**src/vui_consts.svh**
```systemverilog
// Offsets, field positions and reset values of the vectored interrupt unit
`ifndef VUI_CONSTS_SVH
`define VUI_CONSTS_SVH
`define VUI_OFS_ENA_SET  8'h00
`define VUI_OFS_ENA_CLR  8'h04
`define VUI_OFS_PEND_SET 8'h08
`define VUI_OFS_PEND_CLR 8'h0C
`define VUI_OFS_ACTIVE   8'h10
`define VUI_OFS_TARGET   8'h14
`define VUI_OFS_CTRL     8'h18
`define VUI_OFS_PRIO     8'h40
`define VUI_PRIO_SEL_HI  7
`define VUI_PRIO_SEL_LO  5
`define VUI_PRIO_IDX_HI  4
`define VUI_PRIO_IDX_LO  2
`define VUI_PRIO_BASE    3'h2
`define VUI_PRIO_LANE_W  8
`define VUI_PRIO_KEEP_HI 7
`define VUI_PRIO_KEEP_LO 6
`define VUI_PRIO_LOW_MSK 32'h3F3F_3F3F
`define VUI_CTRL_SQUASH  0
`define VUI_SIZE_WORD    3'h2
`define VUI_RST_WORD     32'h0000_0000
`define VUI_RST_PRIO     2'h0
`endif

```
**src/vui_pkg.sv**
```systemverilog
// Types shared by the vectored interrupt unit
package vui_pkg;
  typedef logic [4:0] vui_id_t;
  typedef logic [7:0] vui_prio_t;
  typedef enum logic [1:0] {
    VUI_BUS_IDLE  = 2'b00,
    VUI_BUS_RWAIT = 2'b01
  } vui_bus_e;
  typedef struct packed {
    logic [7:0] addr;
    logic       write;
    logic       ns;
    logic       word;
    logic       valid;
  } vui_dphase_s;
  typedef struct packed {
    logic    enter;
    logic    ret;
    vui_id_t id;
  } vui_core_evt_s;
  typedef struct packed {
    logic      valid;
    vui_id_t   id;
    vui_prio_t prio;
  } vui_take_s;
endpackage : vui_pkg

```
**src/vui_irq_cell.sv**
```systemverilog
// Pending and active state of one interrupt
`timescale 1ns/1ps
module vui_irq_cell (
  input  wire logic hclk,
  input  wire logic hresetn,
  input  wire logic line,
  input  wire logic level_mode,
  input  wire logic set_pend,
  input  wire logic clr_pend,
  input  wire logic enter,
  input  wire logic ret,
  output logic      pending,
  output logic      active
);
  import vui_pkg::*;
  logic line_prev;
  logic rise;
  logic hw_set;
  logic clr_eff;
  logic next_pending;
  logic next_active;

  // Request sources, edge and level
  assign rise    = line & ~line_prev;                                   // RQ12
  // A level line seen on the entry edge must not re-pend what is being taken
  assign hw_set  = set_pend | (level_mode ? (line & ~active & ~enter) : rise); // RQ15 RQ21 RQ16
  assign clr_eff = clr_pend & ~(level_mode & line);                     // RQ19 RQ20

  // Next state; any set wins over enter, return and clear
  always_comb begin
    next_active  = ret ? 1'b0 : (enter ? 1'b1 : active);                // RQ16 RQ2
    next_pending = pending;
    if (enter) begin
      next_pending = 1'b0;                                              // RQ16
    end
    if (clr_eff) begin
      next_pending = 1'b0;                                              // RQ1
    end
    if (ret && level_mode) begin
      next_pending = line;                                              // RQ17
    end
    if (hw_set) begin
      next_pending = 1'b1;                                              // RQ18
    end
  end

  // State flops
  always_ff @(posedge hclk or negedge hresetn) begin
    if (!hresetn) begin
      line_prev <= 1'b0;
      pending   <= 1'b0;
      active    <= 1'b0;
    end else begin
      line_prev <= line;
      pending   <= next_pending;
      active    <= next_active;
    end
  end

  //////////////////////////////////////////////////////////////////////////////
  property p_enter_activates;
    @(posedge hclk) disable iff (!hresetn)
    enter && !ret && !set_pend && !(level_mode ? line : (line && !line_prev)) |=> active && !pending;
  endproperty
  a_enter_activates: assert property (p_enter_activates) else $error("enter did not activate"); // RQ16

  property p_clear_keeps_active;
    @(posedge hclk) disable iff (!hresetn)
    clr_pend && !enter && !ret |=> active == $past(active);
  endproperty
  a_clear_keeps_active: assert property (p_clear_keeps_active) else $error("clear changed active"); // RQ2

  property p_level_return;
    @(posedge hclk) disable iff (!hresetn)
    level_mode && ret && !set_pend |=> !active && pending == $past(line);
  endproperty
  a_level_return: assert property (p_level_return) else $error("level return wrong"); // RQ17

  property p_pulse_latch;
    @(posedge hclk) disable iff (!hresetn)
    !level_mode && line && !line_prev |=> pending;
  endproperty
  a_pulse_latch: assert property (p_pulse_latch) else $error("pulse not latched"); // RQ12

  property p_pulse_clear;
    @(posedge hclk) disable iff (!hresetn)
    !level_mode && clr_pend && !set_pend && !(line && !line_prev) |=> !pending;
  endproperty
  a_pulse_clear: assert property (p_pulse_clear) else $error("pulse clear failed"); // RQ20

  property p_level_clear_held;
    @(posedge hclk) disable iff (!hresetn)
    level_mode && clr_pend && line && pending && !enter |=> pending;
  endproperty
  a_level_clear_held: assert property (p_level_clear_held) else $error("level clear dropped"); // RQ19

  property p_pulse_during_handler;
    @(posedge hclk) disable iff (!hresetn)
    !level_mode && active && line && !line_prev && !ret ##1 ret && !clr_pend && !enter |=> pending;
  endproperty
  a_pulse_during_handler: assert property (p_pulse_during_handler) else $error("pulse lost"); // RQ18
endmodule : vui_irq_cell

```
**src/vui_interrupt_state.sv**
```systemverilog
// Register banks, interrupt state and selection of the vectored interrupt unit
// How it works
// RQ1 - Clear-pending write of one drops pending; zero ignored; read shows pending.
// RQ2 - Clear-pending write leaves the active state untouched.
// RQ3 - Active-status bits are read-only, one while the interrupt is active.
// RQ4 - Security-target bit zero selects Secure, one selects Non-secure, 32 per word.
// RQ5 - Security-target register reachable only from Secure accesses.
// RQ6 - Non-secure access sees bits of Secure interrupts as zero, writes ignored.
// RQ7 - Eight-bit priority per interrupt, four per word, whole-word access only.
// RQ8 - Only priority bits 7:6 stored; bits 5:0 read zero, writes ignored.
// RQ9 - Lower priority value means more urgent.
// RQ10 - Interrupt M priority in word M/4, byte lane M mod 4.
// RQ11 - Non-secure interrupts get priority adjusted by the squash setting.
// RQ12 - Pulse lines sampled on rising clock; detected pulse latched pending.
// RQ13 - Peripheral holds a pulse high at least one clock cycle.
// RQ14 - Peripheral holds a level request high until serviced.
// RQ15 - Pending on line high while inactive, rising edge, or set-pending.
// RQ16 - Handler entry clears pending and sets active.
// RQ17 - Level return: line high makes pending again, else inactive.
// RQ18 - Pulse during handler gives pending and active, pending on return.
// RQ19 - Level clear-pending ignored while line high, else inactive.
// RQ20 - Pulse clear-pending: pending to inactive, active-pending to active.
// RQ21 - Disabled interrupts still become pending; only taking is blocked.
// RQ22 - Software uses aligned register accesses only.
// RQ23 - Only enabled pending interrupts are offered, by priority.
// RQ24 - Equal priorities resolve to the lowest-numbered interrupt.
`timescale 1ns/1ps
`include "vui_consts.svh"
module vui_interrupt_state #(
  parameter int IRQ_NUM = 32
) (
  input  wire logic                  hclk,
  input  wire logic                  hresetn,
  input  wire logic                  hsel,
  input  wire logic [31:0]           haddr,
  input  wire logic [1:0]            htrans,
  input  wire logic                  hwrite,
  input  wire logic [2:0]            hsize,
  input  wire logic [31:0]           hwdata,
  input  wire logic                  hready,
  input  wire logic                  hnonsec,
  output logic      [31:0]           hrdata,
  output logic                       hreadyout,
  output logic                       hresp,
  input  wire logic [IRQ_NUM-1:0]    irq_line,
  input  wire logic [IRQ_NUM-1:0]    irq_level_mode,
  input  wire vui_pkg::vui_core_evt_s core_evt,
  output vui_pkg::vui_take_s         take
);
  import vui_pkg::*;
  localparam int PRIO_WORDS = IRQ_NUM / 4;

  vui_bus_e             bus_state;
  vui_dphase_s          dp;
  logic [IRQ_NUM-1:0]   enable;
  logic [IRQ_NUM-1:0]   target;
  logic [IRQ_NUM-1:0]   pend;
  logic [IRQ_NUM-1:0]   act;
  logic                 squash;
  logic [1:0]           prio_keep [IRQ_NUM];
  vui_prio_t            eff_prio  [IRQ_NUM];
  logic [IRQ_NUM-1:0]   cand;
  logic [IRQ_NUM-1:0]   cand_q;
  logic [IRQ_NUM-1:0]   acc_mask;
  logic [31:0]          acc_mask_w;
  logic [31:0]          rdata_mux;
  logic [31:0]          prio_word;
  logic [31:0]          wdata_m;
  logic                 accept;
  logic                 wr;
  logic                 sel_ena_set;
  logic                 sel_ena_clr;
  logic                 sel_pend_set;
  logic                 sel_pend_clr;
  logic                 sel_target;
  logic                 sel_ctrl;
  logic                 sel_prio;
  logic [2:0]           prio_idx;
  logic                 best_valid;
  vui_id_t              best_id;
  vui_prio_t            best_prio;
  vui_take_s            next_take;

  //////////////////////////////////////////////////////////////////////////////
  // Address phase capture and bus decode
  assign accept       = hsel & htrans[1] & hready;
  assign wr           = dp.valid & dp.write & (bus_state == VUI_BUS_IDLE);
  assign acc_mask     = dp.ns ? target : {IRQ_NUM{1'b1}};                     // RQ6
  assign acc_mask_w   = 32'(acc_mask);
  assign wdata_m      = hwdata & acc_mask_w;
  assign sel_ena_set  = dp.addr == `VUI_OFS_ENA_SET;
  assign sel_ena_clr  = dp.addr == `VUI_OFS_ENA_CLR;
  assign sel_pend_set = dp.addr == `VUI_OFS_PEND_SET;
  assign sel_pend_clr = dp.addr == `VUI_OFS_PEND_CLR;
  assign sel_target   = (dp.addr == `VUI_OFS_TARGET) & ~dp.ns;               // RQ5
  assign sel_ctrl     = dp.addr == `VUI_OFS_CTRL;
  assign sel_prio     = (dp.addr[`VUI_PRIO_SEL_HI:`VUI_PRIO_SEL_LO] == `VUI_PRIO_BASE)
                        & dp.word & ({29'h0, prio_idx} < 32'(PRIO_WORDS));    // RQ7
  assign prio_idx     = dp.addr[`VUI_PRIO_IDX_HI:`VUI_PRIO_IDX_LO];

  // Bus state: writes complete at once, reads take one wait cycle
  always_ff @(posedge hclk or negedge hresetn) begin
    if (!hresetn) begin
      bus_state <= VUI_BUS_IDLE;
      dp        <= '0;
      hreadyout <= 1'b1;
      hresp     <= 1'b0;
      hrdata    <= `VUI_RST_WORD;
    end else begin
      hresp <= 1'b0;
      if (bus_state == VUI_BUS_RWAIT) begin
        hrdata    <= rdata_mux;
        hreadyout <= 1'b1;
        bus_state <= VUI_BUS_IDLE;
      end else if (accept) begin
        dp        <= '{addr: haddr[7:0], write: hwrite, ns: hnonsec,
                       word: hsize == `VUI_SIZE_WORD, valid: 1'b1};
        hreadyout <= hwrite;
        bus_state <= hwrite ? VUI_BUS_IDLE : VUI_BUS_RWAIT;
      end else begin
        dp.valid <= 1'b0;
      end
    end
  end

  //////////////////////////////////////////////////////////////////////////////
  // Read data selection
  always_comb begin
    prio_word = '0;
    for (int b = 0; b < 4; b++) begin
      if (32'(prio_idx) * 4 + b < IRQ_NUM) begin
        prio_word[b*`VUI_PRIO_LANE_W+`VUI_PRIO_KEEP_LO +: 2] = prio_keep[32'(prio_idx)*4+b]; // RQ10 RQ8
      end
    end
    if (sel_ena_set || sel_ena_clr) begin
      rdata_mux = 32'(enable) & acc_mask_w;
    end else if (sel_pend_set || sel_pend_clr) begin
      rdata_mux = 32'(pend) & acc_mask_w;                                     // RQ1
    end else if (dp.addr == `VUI_OFS_ACTIVE) begin
      rdata_mux = 32'(act) & acc_mask_w;                                      // RQ3
    end else if (sel_target) begin
      rdata_mux = 32'(target);                                                // RQ4
    end else if (sel_ctrl) begin
      rdata_mux = {31'h0, squash};
    end else if (sel_prio) begin
      rdata_mux = prio_word & {{8{acc_mask[(32'(prio_idx)*4+3)%IRQ_NUM]}},
                               {8{acc_mask[(32'(prio_idx)*4+2)%IRQ_NUM]}},
                               {8{acc_mask[(32'(prio_idx)*4+1)%IRQ_NUM]}},
                               {8{acc_mask[32'(prio_idx)*4]}}};              // RQ6
    end else begin
      rdata_mux = '0;
    end
  end

  // Squash control, written from Secure only; readable from both
  always_ff @(posedge hclk or negedge hresetn) begin
    if (!hresetn) begin
      squash <= 1'b0;
    end else if (wr && sel_ctrl && !dp.ns) begin
      squash <= hwdata[`VUI_CTRL_SQUASH];
    end
  end

  //////////////////////////////////////////////////////////////////////////////
  // Per-interrupt enable, target, priority and state
  for (genvar i = 0; i < IRQ_NUM; i++) begin : g_irq
    localparam int LANE = (i % 4) * `VUI_PRIO_LANE_W;
    logic ent;
    logic rtn;
    assign ent = core_evt.enter & (core_evt.id == vui_id_t'(i));
    assign rtn = core_evt.ret & (core_evt.id == vui_id_t'(i));

    // Enable, target and stored priority bits
    always_ff @(posedge hclk or negedge hresetn) begin
      if (!hresetn) begin
        enable[i]    <= 1'b0;
        target[i]    <= 1'b0;
        prio_keep[i] <= `VUI_RST_PRIO;
      end else if (wr) begin
        if (sel_ena_set && wdata_m[i]) begin
          enable[i] <= 1'b1;
        end else if (sel_ena_clr && wdata_m[i]) begin
          enable[i] <= 1'b0;
        end
        if (sel_target) begin
          target[i] <= hwdata[i];                                             // RQ4 RQ5
        end
        if (sel_prio && (32'(prio_idx) == i / 4) && acc_mask[i]) begin
          prio_keep[i] <= hwdata[LANE+`VUI_PRIO_KEEP_HI -: 2];                // RQ8 RQ10
        end
      end
    end

    vui_irq_cell u_cell (
      .hclk       (hclk),
      .hresetn    (hresetn),
      .line       (irq_line[i]),
      .level_mode (irq_level_mode[i]),
      .set_pend   (wr & sel_pend_set & wdata_m[i]),                           // RQ15
      .clr_pend   (wr & sel_pend_clr & wdata_m[i]),                           // RQ1
      .enter      (ent),
      .ret        (rtn),
      .pending    (pend[i]),
      .active     (act[i])
    );

    // Effective priority and eligibility
    assign eff_prio[i] = (squash && target[i]) ? {1'b1, prio_keep[i], 5'h0}
                                               : {prio_keep[i], 6'h0};        // RQ11
    assign cand[i]     = pend[i] & enable[i] & ~act[i];                       // RQ21 RQ23
  end

  //////////////////////////////////////////////////////////////////////////////
  // Selection of the most urgent candidate
  always_comb begin
    best_valid = 1'b0;
    best_id    = '0;
    best_prio  = '1;
    for (int j = IRQ_NUM - 1; j >= 0; j--) begin
      if (cand[j] && (!best_valid || eff_prio[j] <= best_prio)) begin       // RQ9 RQ24
        best_valid = 1'b1;
        best_id    = vui_id_t'(j);
        best_prio  = eff_prio[j];
      end
    end
    next_take = '{valid: best_valid, id: best_id, prio: best_prio};
  end

  // Offer to the core
  always_ff @(posedge hclk or negedge hresetn) begin
    if (!hresetn) begin
      take   <= '0;
      cand_q <= '0;
    end else begin
      take   <= next_take;
      cand_q <= cand;
    end
  end

  //////////////////////////////////////////////////////////////////////////////
  property p_take_enabled;
    @(posedge hclk) disable iff (!hresetn)
    take.valid |-> cand_q[take.id] && ((($past(enable) >> take.id) & IRQ_NUM'(1)) != '0);
  endproperty
  a_take_enabled: assert property (p_take_enabled) else $error("disabled irq offered"); // RQ23

  property p_prio_low_zero;
    @(posedge hclk) disable iff (!hresetn)
    $rose(hreadyout) && !dp.write && sel_prio |-> (hrdata & `VUI_PRIO_LOW_MSK) == 32'h0;
  endproperty
  a_prio_low_zero: assert property (p_prio_low_zero) else $error("priority low bits set"); // RQ8

  property p_target_ns_zero;
    @(posedge hclk) disable iff (!hresetn)
    $rose(hreadyout) && !dp.write && dp.ns && dp.addr == `VUI_OFS_TARGET |-> hrdata == 32'h0;
  endproperty
  a_target_ns_zero: assert property (p_target_ns_zero) else $error("target read from non-secure"); // RQ5

  property p_read_wait;
    @(posedge hclk) disable iff (!hresetn)
    accept && !hwrite |=> !hreadyout ##1 hreadyout;
  endproperty
  a_read_wait: assert property (p_read_wait) else $error("read wait broken"); // RQ1

  for (genvar k = 0; k < IRQ_NUM; k++) begin : g_chk
    property p_best_choice;
      @(posedge hclk) disable iff (!hresetn)
      take.valid && cand_q[k] |-> ($past(eff_prio[k]) > take.prio)
                                || ($past(eff_prio[k]) == take.prio && vui_id_t'(k) >= take.id);
    endproperty
    a_best_choice: assert property (p_best_choice) else $error("selection not most urgent"); // RQ9 RQ24
  end
endmodule : vui_interrupt_state

```
**config.mk**
```make
export PLATFORM = sky130hd
export DESIGN_NAME = vui_interrupt_state
export DESIGN_NICKNAME = d
export VERILOG_FILES = /design/src/vui_pkg.sv /design/src/vui_irq_cell.sv /design/src/vui_interrupt_state.sv
export VERILOG_INCLUDE_DIRS = /design/src
export SDC_FILE = /design/constraint.sdc
export NUM_CORES = 1
export LEC_CHECK = 0
export BUFFER_PORTS_ARGS = -buffer_cell sky130_fd_sc_hd__buf_2
export CAP_MARGIN = 30
export CORE_MARGIN = 5
export CORE_UTILIZATION = 60
export CTS_BUF_LIST = sky130_fd_sc_hd__clkbuf_4
export CTS_CLUSTER_DIAMETER = 120
export DETAILED_ROUTE_END_ITERATION = 8
export PLACE_DENSITY = 0.83
export SYNTH_ARGS = -nofsm -noshare
export SYNTH_HDL_FRONTEND = slang
export SYNTH_SLANG_ARGS = --single-unit
```
**constraint.sdc**
```tcl
create_clock -name hclk -period 46.5 [get_ports hclk]
set_input_delay 13.95 -clock hclk [delete_from_list [all_inputs] [get_ports hclk]]
set_output_delay 13.95 -clock hclk [all_outputs]
set_load 0.1 [all_outputs]
```
==> results.md <==
- Status: finished clean
- Worst setup path class: flip-flop to flip-flop
- I/O pin count: 194
- Mapped Area: 19800 um2
- Worst R2R Path Depth: approximately 230
- Final wirelength: 69.2 mm
- Asr flop ratio synth: 100%
- Mean Syn Cell Area: 8.83 um2
- Min-Delay Path Depth: 2
- Startpoint types: flip-flop
- Crit path top cell by count: ha_1
- HP Class: flip-flop to flip-flop
- RR Endpoint: take[12]
- First-pass GRT wire length: about 100 mm
- Hold Crit Endpoint: dp[0]
- Post-synth top area cell: dfrtp_1
- Total of warnings raised by yosys: 0
- Max Cap Viol: 0
- CTS tree: yes
- Final setup fails: 0
- Synth Flop Type: dfrtp_1
- Top post-synthesis cells by area: dfrtp_1 (35%), mux2_2 (8.1%), a21oi_1 (6.2%)
- Most common cell in the netlist: dfrtp_1
- Final worst-path cycle share: between 90 and 100%
- Worst Skew: between 0.05 and 0.06 ns
- Worst-Margin Slew: roughly 1.1 ns
- Fin nets: about 2700
- Drt first pass iters: 6
- Port Buf Inserts: 167
- Peak VDD IR: a little under 0.03 mV
- Placer Congestion: 0.993
- Type of destination of the critical path: flip-flop
- Syn nets: 2481
- Reg2Reg Launch Point: g_irq[31].u_cell.active
- Max incr delay on CP: approximately 0.48 ns
- Cell variety after synth: 87
- Gr ovfl total: 0
- Post-DRT Antenna Nets: 0
- Endpoints failing hold: 0
- Vias in the first global route: 18700
- Crit Path Max Fanout: 11
- Number of CTS-inserted buffers: a little under 80
- Min Tclk post-route: 44.20 ns
- Final WS setup: 2.30 ns
- Clk buf depth: 3
- CP top delay family: compound AO/OA/AOI/OAI gates
- 1st-iter DRT viols: about 2600
- CP required: 47.16 ns
- Clk root buf: clkbuf_4
- DRC viols: 0
- CTS Sinks: 281
- CTS clk-pin slew, worst paths: roughly 0.060 ns
- Max H-tree Level: 3
- CP Data Arrival Time: 44.85 ns
- Via count: slightly below 20000
- Initial antenna violation count: 6
- Area grow syn2layout: 14.2%
- Die width: 192 um
- Top cell type's share of synthesized area: between 30% and 40%
- Headroom to the max-slew limit: around 29%
- Rows: 66
- DR WL/cell: 23.5 um
- Starting Density: 60.9%
- Worst skew pair latency: 0.77 ns
- Synth Register Bits: 281
- Avg Vias per Cell: 6.70
- FILL cells: about 2600
- Sequential cell area fraction in the yosys report: 35.5%
- Crit-path slowest cell: or4_4
- Max Fclk: 22.6 MHz
- Core Area: about 33000 um2
- Min-delay src: dp[0]
- Dpl ws: ~0.27 ns
- Critical path launch point: g_irq[31].u_cell.active
- Cells after synthesis: 2242
- Synth cell count leaders: dfrtp_1 (280), a21oi_1 (244), nor2_1 (215)
- EDFF count, synth: 0
- Die Y-Extent: 192 um
- Largest net degree at the start of global routing: 133
- Die ar.: between 30000 and 40000 um2
- GRT Total Usage: 36.7%
- Power per cell area: 41.3 nW/um2
- DPL Wire Length: 52.1 mm
- Fin Setup TNS: 0 ns
- Share of layout cells above drive strength 1: 24.9%
- LEAKAGE: around 11 nW
- Buf/Inv on CP: 17
- Hold Buf Count CTS: 0
- Reg2Reg Setup Slack: around 2.3 ns
- Slew Limit Fails: 0
repair_timing:
item                                    in CTS  in global routing
setup buffers                                0                 19
resized for setup                            1                 81
pin swaps                                    0                 15
endpoints found under the setup margin       1                  8
power breakdown:
group | internal (mW) | total [mW] | switching (mW) | leakage [nW]
combinational | 0.147 | 0.402 | 0.255 | 6.82
clock | 0.126 | 0.235 | 0.110 | 0.581
sequential | 0.268 | 0.296 | 0.0282 | 3.42
logic make-up after synthesis:
family	share of synthesized area, %
and+or+nand+nor	17.7
buffers and inverters	4.20
DFF	35.5
adders and majority gates	5.88
AOI/OAI and AO/OA	21.9
muxes	14.8
other	0.0189
final cells by class:
class	count	area [um2]	share of cell area (%)
diodes	5	12.5	0.0553
clock buffers	111	833	3.69
multi-input cells	1753	12300	54.2
repair buffers	236	1410	6.23
well taps	442	553	2.45
inverters	93	349	1.54
clock inverters	19	156	0.692
flip-flops and latches	281	7040	31.1
through the flow:
step | cell area (um2) | hold WS (ns) | total power, mW | util (%) | instances
4_1_cts | 22200 | 0.494 | 0.909 | 68.1 | 2916
3_5_place_dp | 21200 | 0.480 | 0.676 | 65.0 | 2786
2_1_floorplan | 19800 | 0.447 | 0.576 | - | 2242
3_3_place_gp | 21100 | 0.462 | 0.663 | 64.8 | 2781
5_1_grt | 22600 | 0.516 | 0.984 | 69.5 | 2939
6_report | 22600 | 0.491 | 0.934 | 69.5 | 2940
worst max path at each step:
stage                     to  slack (ns)  cells after the start
detailed placement  take[12]        0.27                    228
global placement    take[12]        1.12                    229
CTS                 take[12]        0.14                    229
finish              take[12]        2.30                    233
global route        take[12]       -0.31                    235
floorplan           take[12]        5.47                    228
registers in the layout, indices dropped and copies added (netlist names):
name                    flops
prio_keep                  64
enable                     32
g_irq.u_cell.active        32
g_irq.u_cell.line_prev     32
g_irq.u_cell.pending       32
hrdata                     32
target                     32
dp                         12
take                       10
bus_state                   1
hreadyout                   1
squash                      1
cells in the final DEF (no fill, tap or decap), types with 9 or more instances in the layout:
cell        n
a21oi_1   237
clkinv_1   13
mux2i_1    78
mux2_2    142
nand2b_1   54
inv_1      93
o211ai_1   19
ha_1       93
buf_2     166
o21ai_1    11
clkbuf_4  111
nor2_1    209
o22ai_1    23
nand3_1    89
and3_1     35
nand3b_1   23
a21o_1     51
a211oi_1   45
o21ai_0    96
mux4_2     24
and3b_1     9
o31ai_1    21
a31oi_1    45
nand2_1   198
and2_1     10
buf_4      66
dfrtp_1   275
nor3_1     17
nor2b_1    20
o221ai_1   19
layer usage:
metal	GRT usage, %	part of all wire [%]
met2	53.8	43
met1	51.9	40
met3	11.3	13
met5	0	0.036
met4	12.9	4.1
tightest hold or removal path: cells and delay by family, from the launching register on:
| family | cells | cell delay, ns |
|---|---|---|
| AND/OR/NAND/NOR | 2 | 0.11 |
| flip-flops | 1 | 0.34 |
(Power assumes the default switching activity.)
